`src/design/raic_pkg.sv`:
```
// Constants for the RTC interrupt, interval alarm and crystal trim block.
// Assumes an 8-bit special function register port on the processor clock.
package raic_pkg;

   // Register offsets
   localparam logic [7:0] A_CFG = 8'ha1;
   localparam logic [7:0] A_IVAL = 8'ha6;
   localparam logic [7:0] A_IE = 8'ha9;
   localparam logic [7:0] A_KEY = 8'hc1;
   localparam logic [7:0] A_NOM = 8'hf6;
   localparam logic [7:0] A_TMP = 8'hf7;
   localparam logic [7:0] A_PIN = 8'hff;

   // Reset values
   localparam logic [7:0] CFG_RST = 8'h00;
   localparam logic [7:0] IVAL_RST = 8'h00;
   localparam logic [7:0] IE_RST = 8'h00;
   localparam logic [7:0] KEY_RST = 8'h00;
   localparam logic [7:0] NOM_RST = 8'h00;
   localparam logic [7:0] TMP_RST = 8'h00;
   localparam logic [7:0] PIN_RST = 8'h00;

   // Field positions
   localparam int CFG_EN = 0;
   localparam int CFG_TS = 1;
   localparam int CFG_SIT = 3;
   localparam int CFG_ALM = 4;
   localparam int CFG_MID = 5;
   localparam int CFG_HR = 6;
   localparam int IE_RTC = 2;
   localparam int PIN_SEL = 5;
   localparam int PIN_CAL = 7;

   // Values and counts
   localparam logic [7:0] KEY_UNLOCK = 8'hea;
   localparam logic [7:0] HOUR_LAST_24 = 8'h17;
   localparam logic [7:0] HOUR_LAST_256 = 8'hff;
   localparam logic [7:0] TICK128_LAST = 8'hff;
   localparam logic [7:0] FAST_MULT = 8'h7d;
   localparam int TRIM_LIM_PPM = 248;
   localparam int PPM_PER_LSB = 2;
   localparam logic signed [8:0] TRIM_MAX = 9'(TRIM_LIM_PPM / PPM_PER_LSB);
   localparam logic signed [20:0] ACC_LIM = 21'(1000000 / PPM_PER_LSB);
   localparam int CAL_TAP [4] = '{14, 5, 12, 7};

endpackage

```
`src/design/raic_trim.sv`:
```
// Digital crystal trim: turns crystal edges into a corrected RTC tick stream.
// Assumes crystal edges are already synchronised to clock.
`timescale 1ns/10ps
`default_nettype none

module raic_trim (
   // Clock and reset
   input wire logic clock,
   input wire logic rst_n,
   input wire logic clk_en,
   // Crystal and mode
   input wire logic xtal_edge,
   input wire logic fast,
   input wire logic [7:0] nom,
   input wire logic [7:0] tmp,
   // Corrected tick
   output logic tick
);

   typedef struct packed {
      logic signed [20:0] acc;
      logic [7:0] pend;
      logic tick;
   } raic_trim_s;

   raic_trim_s s;
   raic_trim_s n;
   logic signed [8:0] sum;
   logic signed [8:0] corr;
   logic signed [20:0] accn;
   logic [7:0] add;

   ////////////////////////////////////////////////////////////////////////////////
   always_comb begin
      n = s;
      sum = $signed({nom[7], nom}) + $signed({tmp[7], tmp});
      if (sum > raic_pkg::TRIM_MAX) begin
         corr = raic_pkg::TRIM_MAX;
      end else if (sum < -raic_pkg::TRIM_MAX) begin
         corr = -raic_pkg::TRIM_MAX;
      end else begin
         corr = sum;
      end
      accn = s.acc + 21'(corr);
      add = fast ? raic_pkg::FAST_MULT : 8'h01;
      if (accn >= raic_pkg::ACC_LIM) begin
         accn = accn - raic_pkg::ACC_LIM;
         add = add + 8'h01;
      end else if (accn <= -raic_pkg::ACC_LIM) begin
         accn = accn + raic_pkg::ACC_LIM;
         add = add - 8'h01;
      end
      n.tick = (s.pend != 8'h00);
      n.pend = s.pend - {7'h00, n.tick};
      if (xtal_edge) begin
         n.acc = accn;
         n.pend = n.pend + add;
      end
   end

   always_ff @(posedge clock or negedge rst_n) begin
      if (!rst_n) begin
         s <= '0;
      end else if (clk_en) begin
         s <= n;
      end
   end

   assign tick = s.tick;
endmodule

`default_nettype wire

```
`src/design/raic_core.sv`:
```
// RTC interrupt, interval alarm, crystal trim and calibration output.
// Assumes SFR strobes, hour count and tick inputs on clock; xtal_pin is async.
`timescale 1ns/10ps
`default_nettype none

// Overview of operation
// - One enable bit gates both RTC interrupts
// - Midnight or alarm always sets pending
// - Enabled pending requests vector; acknowledge clears pending
// - Disabled pending holds until enable set
// - Events set flags; software clears them
// - Pending interrupt keeps waking sleeping core
// - Enable feeds selected time base counter
// - Counter match raises alarm flag, pending
// - Periodic mode clears counter, keeps counting
// - Single-shot holds counter after alarm
// - Alarm during deepest sleep wakes core
// - Trim inserts or drops crystal pulses
// - Trim sum of two registers saturates
// - Each trim step is two ppm
// - Calibration pin driven only when enabled
// - Normal select gives 1 or 512 Hz
// - Fast select 500 or 16000, active only
// - Fast mode clocks RTC 125 times faster
// - Hour wrap from 23 or 255 gives midnight
// - Enable, time base, single-shot and interval apply on 128 Hz tick
module raic_core (
   // Clock and reset
   input wire logic clock,
   input wire logic rst_n,
   input wire logic clk_en,
   // Special function register port
   input wire logic [7:0] sfr_addr,
   input wire logic [7:0] sfr_wdata,
   input wire logic sfr_wr,
   input wire logic sfr_rd,
   output logic [7:0] sfr_rdata,
   // Crystal and timekeeping
   input wire logic xtal_pin,
   input wire logic [7:0] hour_count,
   input wire logic sec_tick,
   input wire logic min_tick,
   input wire logic hour_tick,
   output logic rtc_tick,
   // Processor core
   input wire logic irq_ack,
   input wire logic full_power_mode,
   input wire logic battery_power_mode,
   input wire logic sleep_power_mode,
   output logic irq_req,
   output logic wake_req,
   // Calibration pin
   output logic shared_cal_output_pin_o,
   output logic shared_cal_output_pin_oe
);

   typedef struct packed {
      logic [2:0] xs;
      logic [7:0] cfg;
      logic [3:0] cfr;
      logic [7:0] ival;
      logic [7:0] ivr;
      logic [7:0] ie;
      logic [7:0] key;
      logic [7:0] nom;
      logic [7:0] tmp;
      logic [7:0] pin;
      logic mid;
      logic alm;
      logic pend;
      logic held;
      logic [7:0] cnt;
      logic [7:0] hprev;
      logic [14:0] div;
      logic [7:0] rdata;
      logic irq;
      logic wake;
      logic cal;
      logic oe;
   } raic_core_s;

   localparam raic_core_s ST_RST = '{
      cfg: raic_pkg::CFG_RST,
      ival: raic_pkg::IVAL_RST,
      ie: raic_pkg::IE_RST,
      key: raic_pkg::KEY_RST,
      nom: raic_pkg::NOM_RST,
      tmp: raic_pkg::TMP_RST,
      pin: raic_pkg::PIN_RST,
      default: '0
   };

   raic_core_s s;
   raic_core_s n;
   logic xedge;
   logic tick128;
   logic tb;
   logic mid_ev;
   logic alm_ev;
   logic fast;
   logic wcfg;
   logic tick;

   ////////////////////////////////////////////////////////////////////////////////
   // Crystal trim and tick generation
   raic_trim u_trim (
      .clock(clock),
      .rst_n(rst_n),
      .clk_en(clk_en),
      .xtal_edge(xedge),
      .fast(fast),
      .nom(s.nom),
      .tmp(s.tmp),
      .tick(tick)
   );

   ////////////////////////////////////////////////////////////////////////////////
   // Next state
   always_comb begin
      n = s;
      n.xs = {s.xs[1:0], xtal_pin};
      xedge = s.xs[1] && !s.xs[2];
      fast = s.pin[raic_pkg::PIN_SEL + 1] && (full_power_mode || battery_power_mode)
         && !sleep_power_mode;
      wcfg = sfr_wr && sfr_addr == raic_pkg::A_CFG;
      // Register writes
      if (sfr_wr) begin
         case (sfr_addr)
            raic_pkg::A_CFG: n.cfg = sfr_wdata;
            raic_pkg::A_IVAL: n.ival = sfr_wdata;
            raic_pkg::A_IE: n.ie = sfr_wdata;
            raic_pkg::A_KEY: n.key = sfr_wdata;
            raic_pkg::A_NOM: n.nom = sfr_wdata;
            raic_pkg::A_TMP: n.tmp = sfr_wdata;
            raic_pkg::A_PIN: begin
               if (s.key == raic_pkg::KEY_UNLOCK) begin
                  n.pin = sfr_wdata;
               end
            end
            default: ;
         endcase
         if (sfr_addr != raic_pkg::A_KEY) begin
            n.key = raic_pkg::KEY_RST;
         end
      end
      // 128 Hz transfer into the RTC side
      n.div = tick ? s.div + 15'h0001 : s.div;
      tick128 = tick && s.div[7:0] == raic_pkg::TICK128_LAST;
      if (tick128) begin
         n.cfr = s.cfg[3:0];
         n.ivr = s.ival;
      end
      // Midnight detection
      n.hprev = hour_count;
      mid_ev = hour_count == 8'h00 && s.hprev == (s.cfg[raic_pkg::CFG_HR] ?
         raic_pkg::HOUR_LAST_256 : raic_pkg::HOUR_LAST_24);
      // Interval timer
      case (s.cfr[raic_pkg::CFG_TS +: 2])
         2'h0: tb = tick128;
         2'h1: tb = sec_tick;
         2'h2: tb = min_tick;
         2'h3: tb = hour_tick;
         default: tb = 1'b0;
      endcase
      alm_ev = 1'b0;
      if (!s.cfr[raic_pkg::CFG_EN]) begin
         n.cnt = 8'h00;
         n.held = 1'b0;
      end else if (tb && !s.held) begin
         if (s.cnt == s.ivr) begin
            alm_ev = 1'b1;
            n.cnt = 8'h00;
            n.held = s.cfr[raic_pkg::CFG_SIT];
         end else begin
            n.cnt = s.cnt + 8'h01;
         end
      end
      // Flags: software clears by writing zero, events win
      if (wcfg) begin
         n.mid = s.mid && sfr_wdata[raic_pkg::CFG_MID];
         n.alm = s.alm && sfr_wdata[raic_pkg::CFG_ALM];
      end
      if (mid_ev) begin
         n.mid = 1'b1;
      end
      if (alm_ev) begin
         n.alm = 1'b1;
      end
      // Pending interrupt, request and wake
      if (irq_ack) begin
         n.pend = 1'b0;
      end
      if (mid_ev || alm_ev) begin
         n.pend = 1'b1;
      end
      n.irq = n.pend && n.ie[raic_pkg::IE_RTC];
      n.wake = n.pend && sleep_power_mode;
      // Calibration output
      n.oe = n.pin[raic_pkg::PIN_CAL];
      n.cal = n.oe && s.div[raic_pkg::CAL_TAP[s.pin[raic_pkg::PIN_SEL +: 2]]];
      // Register reads
      n.rdata = 8'h00;
      if (sfr_rd) begin
         case (sfr_addr)
            raic_pkg::A_CFG: n.rdata = {1'b0, s.cfg[raic_pkg::CFG_HR], s.mid, s.alm,
               s.cfg[3:1], s.cfr[raic_pkg::CFG_EN]};
            raic_pkg::A_IVAL: n.rdata = s.ival;
            raic_pkg::A_IE: n.rdata = s.ie;
            raic_pkg::A_KEY: n.rdata = s.key;
            raic_pkg::A_NOM: n.rdata = s.nom;
            raic_pkg::A_TMP: n.rdata = s.tmp;
            raic_pkg::A_PIN: n.rdata = s.pin;
            default: n.rdata = 8'h00;
         endcase
      end
   end

   always_ff @(posedge clock or negedge rst_n) begin
      if (!rst_n) begin
         s <= ST_RST;
      end else if (clk_en) begin
         s <= n;
      end
   end

   assign sfr_rdata = s.rdata;
   assign rtc_tick = tick;
   assign irq_req = s.irq;
   assign wake_req = s.wake;
   assign shared_cal_output_pin_o = s.cal;
   assign shared_cal_output_pin_oe = s.oe;
endmodule

`default_nettype wire

```
`config.mk`:
```
export PLATFORM = sky130hd
export DESIGN_NAME = raic_core
export DESIGN_NICKNAME = d
export VERILOG_FILES = /design/src/design/raic_pkg.sv /design/src/design/raic_trim.sv /design/src/design/raic_core.sv
export SDC_FILE = /design/constraint.sdc
export NUM_CORES = 1
export LEC_CHECK = 0
export CORE_MARGIN = 4
export CORE_UTILIZATION = 65
export CTS_BUF_LIST = sky130_fd_sc_hd__clkbuf_4 sky130_fd_sc_hd__clkbuf_8 sky130_fd_sc_hd__clkbuf_16
export DETAILED_ROUTE_END_ITERATION = 16
export DONT_BUFFER_PORTS = 1
export GPL_ROUTABILITY_DRIVEN = 0
export GPL_TIMING_DRIVEN = 0
export PLACE_DENSITY = 0.81
export SLEW_MARGIN = 20
export SYNTH_ARGS = -nofsm -noshare
export SYNTH_HDL_FRONTEND = slang
export SYNTH_SLANG_ARGS = --single-unit
```
`constraint.sdc`:
```
create_clock -name clock -period 12.4 [get_ports clock]
set_clock_uncertainty 0.15 [all_clocks]
set_input_delay 1.24 -clock clock [delete_from_list [all_inputs] [get_ports clock]]
set_output_delay 1.24 -clock clock [all_outputs]
set_load 0.01 [all_outputs]
```
==> flow_metrics.py <==
metrics = {
    "run_status": {
        "status": "completed",
    },
    "grt": {
        "grt.busiest_layer": "met2",
        "grt_max_degree": 145,
        "grtUsageMet3": 0.06625,
        "gr-usage-met2": 0.4539,
        "grt_pass1_vias": 7593,
        "grt_antenna_before_repair": 0,
        "overflow": 0,
        "grtUsageMet1": 0.4107,
        "grt_pass1_wl_mm": 38.47,
        "grtUsageTotal": 0.2938,
    },
    "clock_tree": {
        "cts_setup_buffers": 0,
        "clk_latency_ns": 0.43,
        "postCtsResizedCells": 0,
        "cts-root-buf": "clkbuf_16",
        "htreeDepth": 4,
        "cts_tree": "built",
        "cts.clk_slew.worst_paths_ns": 0.07,
        "hold_buffers": 0,
        "cts-buffers-inserted": 17,
        "cts.sink_count": 144,
        "cts.path.max_buffers": 2,
    },
    "synth": {
        "synth-seq-cells": 144,
        "ys_types": 85,
        "synth_top_cell_area_share": 0.3829,
        "netlist_area_sq_mm": 0.009410,
        "synth_flop_cell": "dfrtp_1",
        "synth.net_count": 1058,
        "yosys.area.top_type": "dfrtp_1",
        "seq_area_frac_synth": 0.3829,
        "synth_area_leaders": "dfrtp_1 (38%), mux2_2 (8.0%), ha_1 (5.9%)",
        "async_reset_ff_frac": 1.000,
        "synth_warnings": 0,
        "postSynthAreaPerCell_sq_um": 9.661,
        "synthCells": 974,
        "synth-edff-count": 0,
    },
    "die": {
        "die_area_sq_mm": 0.01647,
        "core-area_sq_mm": 0.01404,
        "dieHeight_microns": 128.3,
        "die_x_microns": 128.3,
        "initial_utilization": 0.6701,
        "ios": 50,
        "rows": 43,
    },
    "sta": {
        "finalCriticalPeriod_ns": 8.181,
        "tightest_slew_ns": 0.9853,
        "rsz0062_at_grt": "no",
        "hold_violations": 0,
        "fin_hold_ws_ns": 0.3255,
        "tns_ns": 0,
        "fmax_ghz": 0.1222,
        "relSlewSlack": 0.3348,
        "final.setup.worst_slack_ns": 4.219,
        "finalCritPeriodShare": 0.6598,
        "timing.final.setup_violations": 0,
        "drv_slew": 0,
    },
    "power_and_ir_drop": {
        "total_power_mw": 1.861,
        "p_leak_nw": 4.695,
        "peakVddDrop_mv": 0.1296,
        "power_density_mw_per_mm2": 180.9,
    },
    "worst_setup_path": {
        "cp_max_fo": 10,
        "arrival_ns": 8.34,
        "end_kind": "register",
        "crit_type": "register to register",
        "slowest_delay_ns": 0.41,
        "worstPathRequired_ns": 12.56,
        "critical-path-slowest-cell": "fa_1",
        "critPathLaunchType": "register",
    },
    "placement": {
        "hpwl_mm": 16.95,
        "dp.cells": 1155,
        "dp_slack_ns": 4.286,
        "io_buffers": 0,
        "place_area_sq_mm": 0.009661,
    },
    "route": {
        "wl_per_cell_microns": 19.83,
        "detail-route-antenna-nets": 0,
        "num_vias": 7819,
        "dr.pass1.iters": 5,
        "routed_wl_mm": 23.54,
        "vias_per_cell": 6.587,
        "drc_errors": 0,
        "drtIter0Drc": 541,
    },
    "flow_run": {
        "cap_violations": 0,
    },
    "layout": {
        "final_area_sq_mm": 0.01029,
        "layout-drive-gt1-share": 0.1549,
        "area_delta_synth_final_pct": 9.334,
        "fin_nets": 1078,
        "final_cells": 1187,
        "finish.utilization": 0.7327,
        "diodes": 0,
    },
    "worst_hold_path": {
        "hp-class": "register to register",
    },
}
-- state kept, by name (all words and copies together) (netlist names) --
signal and cells:
irq_req 1, n 2, s 101, sfr_rdata 8, shared_cal_output_pin_o 1, u_trim.s 29
u_trim.tick 1, wake_req 1
-- worst paths after layout --
path                        from            to  slack [ns]  depth (start not counted)
setup / recovery           s[55]   u_trim.s[8]        4.22                         35
hold / removal             s[26]         s[26]        0.33                          1
setup reg to reg           s[55]   u_trim.s[8]        4.22                         35
hold reg to reg            s[26]         s[26]        0.33                          1
max in group asynchronous  rst_n         s[70]       11.51                          0
min in group asynchronous  rst_n  u_trim.s[24]        0.36                          0
-- metal layers --
layer / up-vias / share of wire
met5: - / 0
met4: 0 / 0.027
met3: 56 / 0.077
met2: 297 / 0.46
met1: 3818 / 0.43
li1: 3648 / -
-- placed cells by master (no fill, tap or decap), drive strengths merged, types with 23 or more instances in the layout --
cell type	count
xnor2	29
dfrtp	144
clkbuf	48
nand2	122
xor2	28
nor2	49
inv	32
ha	44
o21ai	58
nor3	23
nand3	33
a21oi	48
mux2	69
-- cells in the mapped netlist, types with 7 or more instances --
| library cell | instances |
|---|---|
| mux2_2 | 67 |
| nand2b_1 | 8 |
| o211ai_1 | 17 |
| o311ai_0 | 7 |
| xnor2_1 | 26 |
| a211o_1 | 7 |
| a21oi_1 | 46 |
| o31ai_1 | 9 |
| inv_1 | 24 |
| nor3_1 | 23 |
| nor2_1 | 48 |
| o221ai_1 | 8 |
| and3_1 | 11 |
| nand4_1 | 13 |
| buf_2 | 8 |
| xor2_1 | 25 |
| nand2_1 | 122 |
| nor2b_1 | 9 |
| mux2i_1 | 19 |
| o21ai_0 | 56 |
| clkbuf_1 | 28 |
| nor4_1 | 12 |
| and2_1 | 12 |
| buf_4 | 9 |
| dfrtp_1 | 144 |
| nand3_1 | 33 |
| ha_1 | 44 |
| a221oi_1 | 9 |
| o2bb2ai_1 | 10 |
| a21o_1 | 9 |
-- where the power goes --
| group | internal [mW] | switching [mW] | leakage (nW) | total [mW] |
|---|---|---|---|---|
| clock | 0.316 | 0.219 | 0.303 | 0.534 |
| combinational | 0.281 | 0.454 | 2.49 | 0.735 |
| sequential | 0.532 | 0.0599 | 1.90 | 0.592 |
| total | 1.13 | 0.733 | 4.70 | 1.86 |
-- worst max-delay path: cells and delay by family (launching register included) --
family / cells / cell delay, ns
adder cells (fa/ha/maj): 6 / 1.81
AO/OA/AOI/OAI: 16 / 3.19
flip-flops: 1 / 0.40
AND/OR/NAND/NOR: 7 / 1.45
XOR/XNOR: 3 / 0.59
buffers and inverters: 3 / 0.45
-- cell families after synthesis --
| kind of cell | count (synthesis) | synth area share |
|---|---|---|
| buffers and inverters | 74 | 0.03510 |
| AND/OR/NAND/NOR | 324 | 0.1709 |
| adder cells (fa/ha/maj) | 47 | 0.06489 |
| XOR/XNOR | 57 | 0.05784 |
| AO/OA/AOI/OAI | 239 | 0.1828 |
| flip-flops | 144 | 0.3829 |
| multiplexers | 89 | 0.1056 |
-- final cells by class --
cell class,instances,area [sq um]
repair buffers,1,7.507
plain buffers,49,236.5
well taps,180,225.2
clock inverters,13,165.2
multi-input cells,756,5504
inverters,25,93.84
fillers,1046,3754
flip-flops and latches,144,3603
clock buffers,19,452.9
Note: power is estimated with default switching activity, not from simulation.
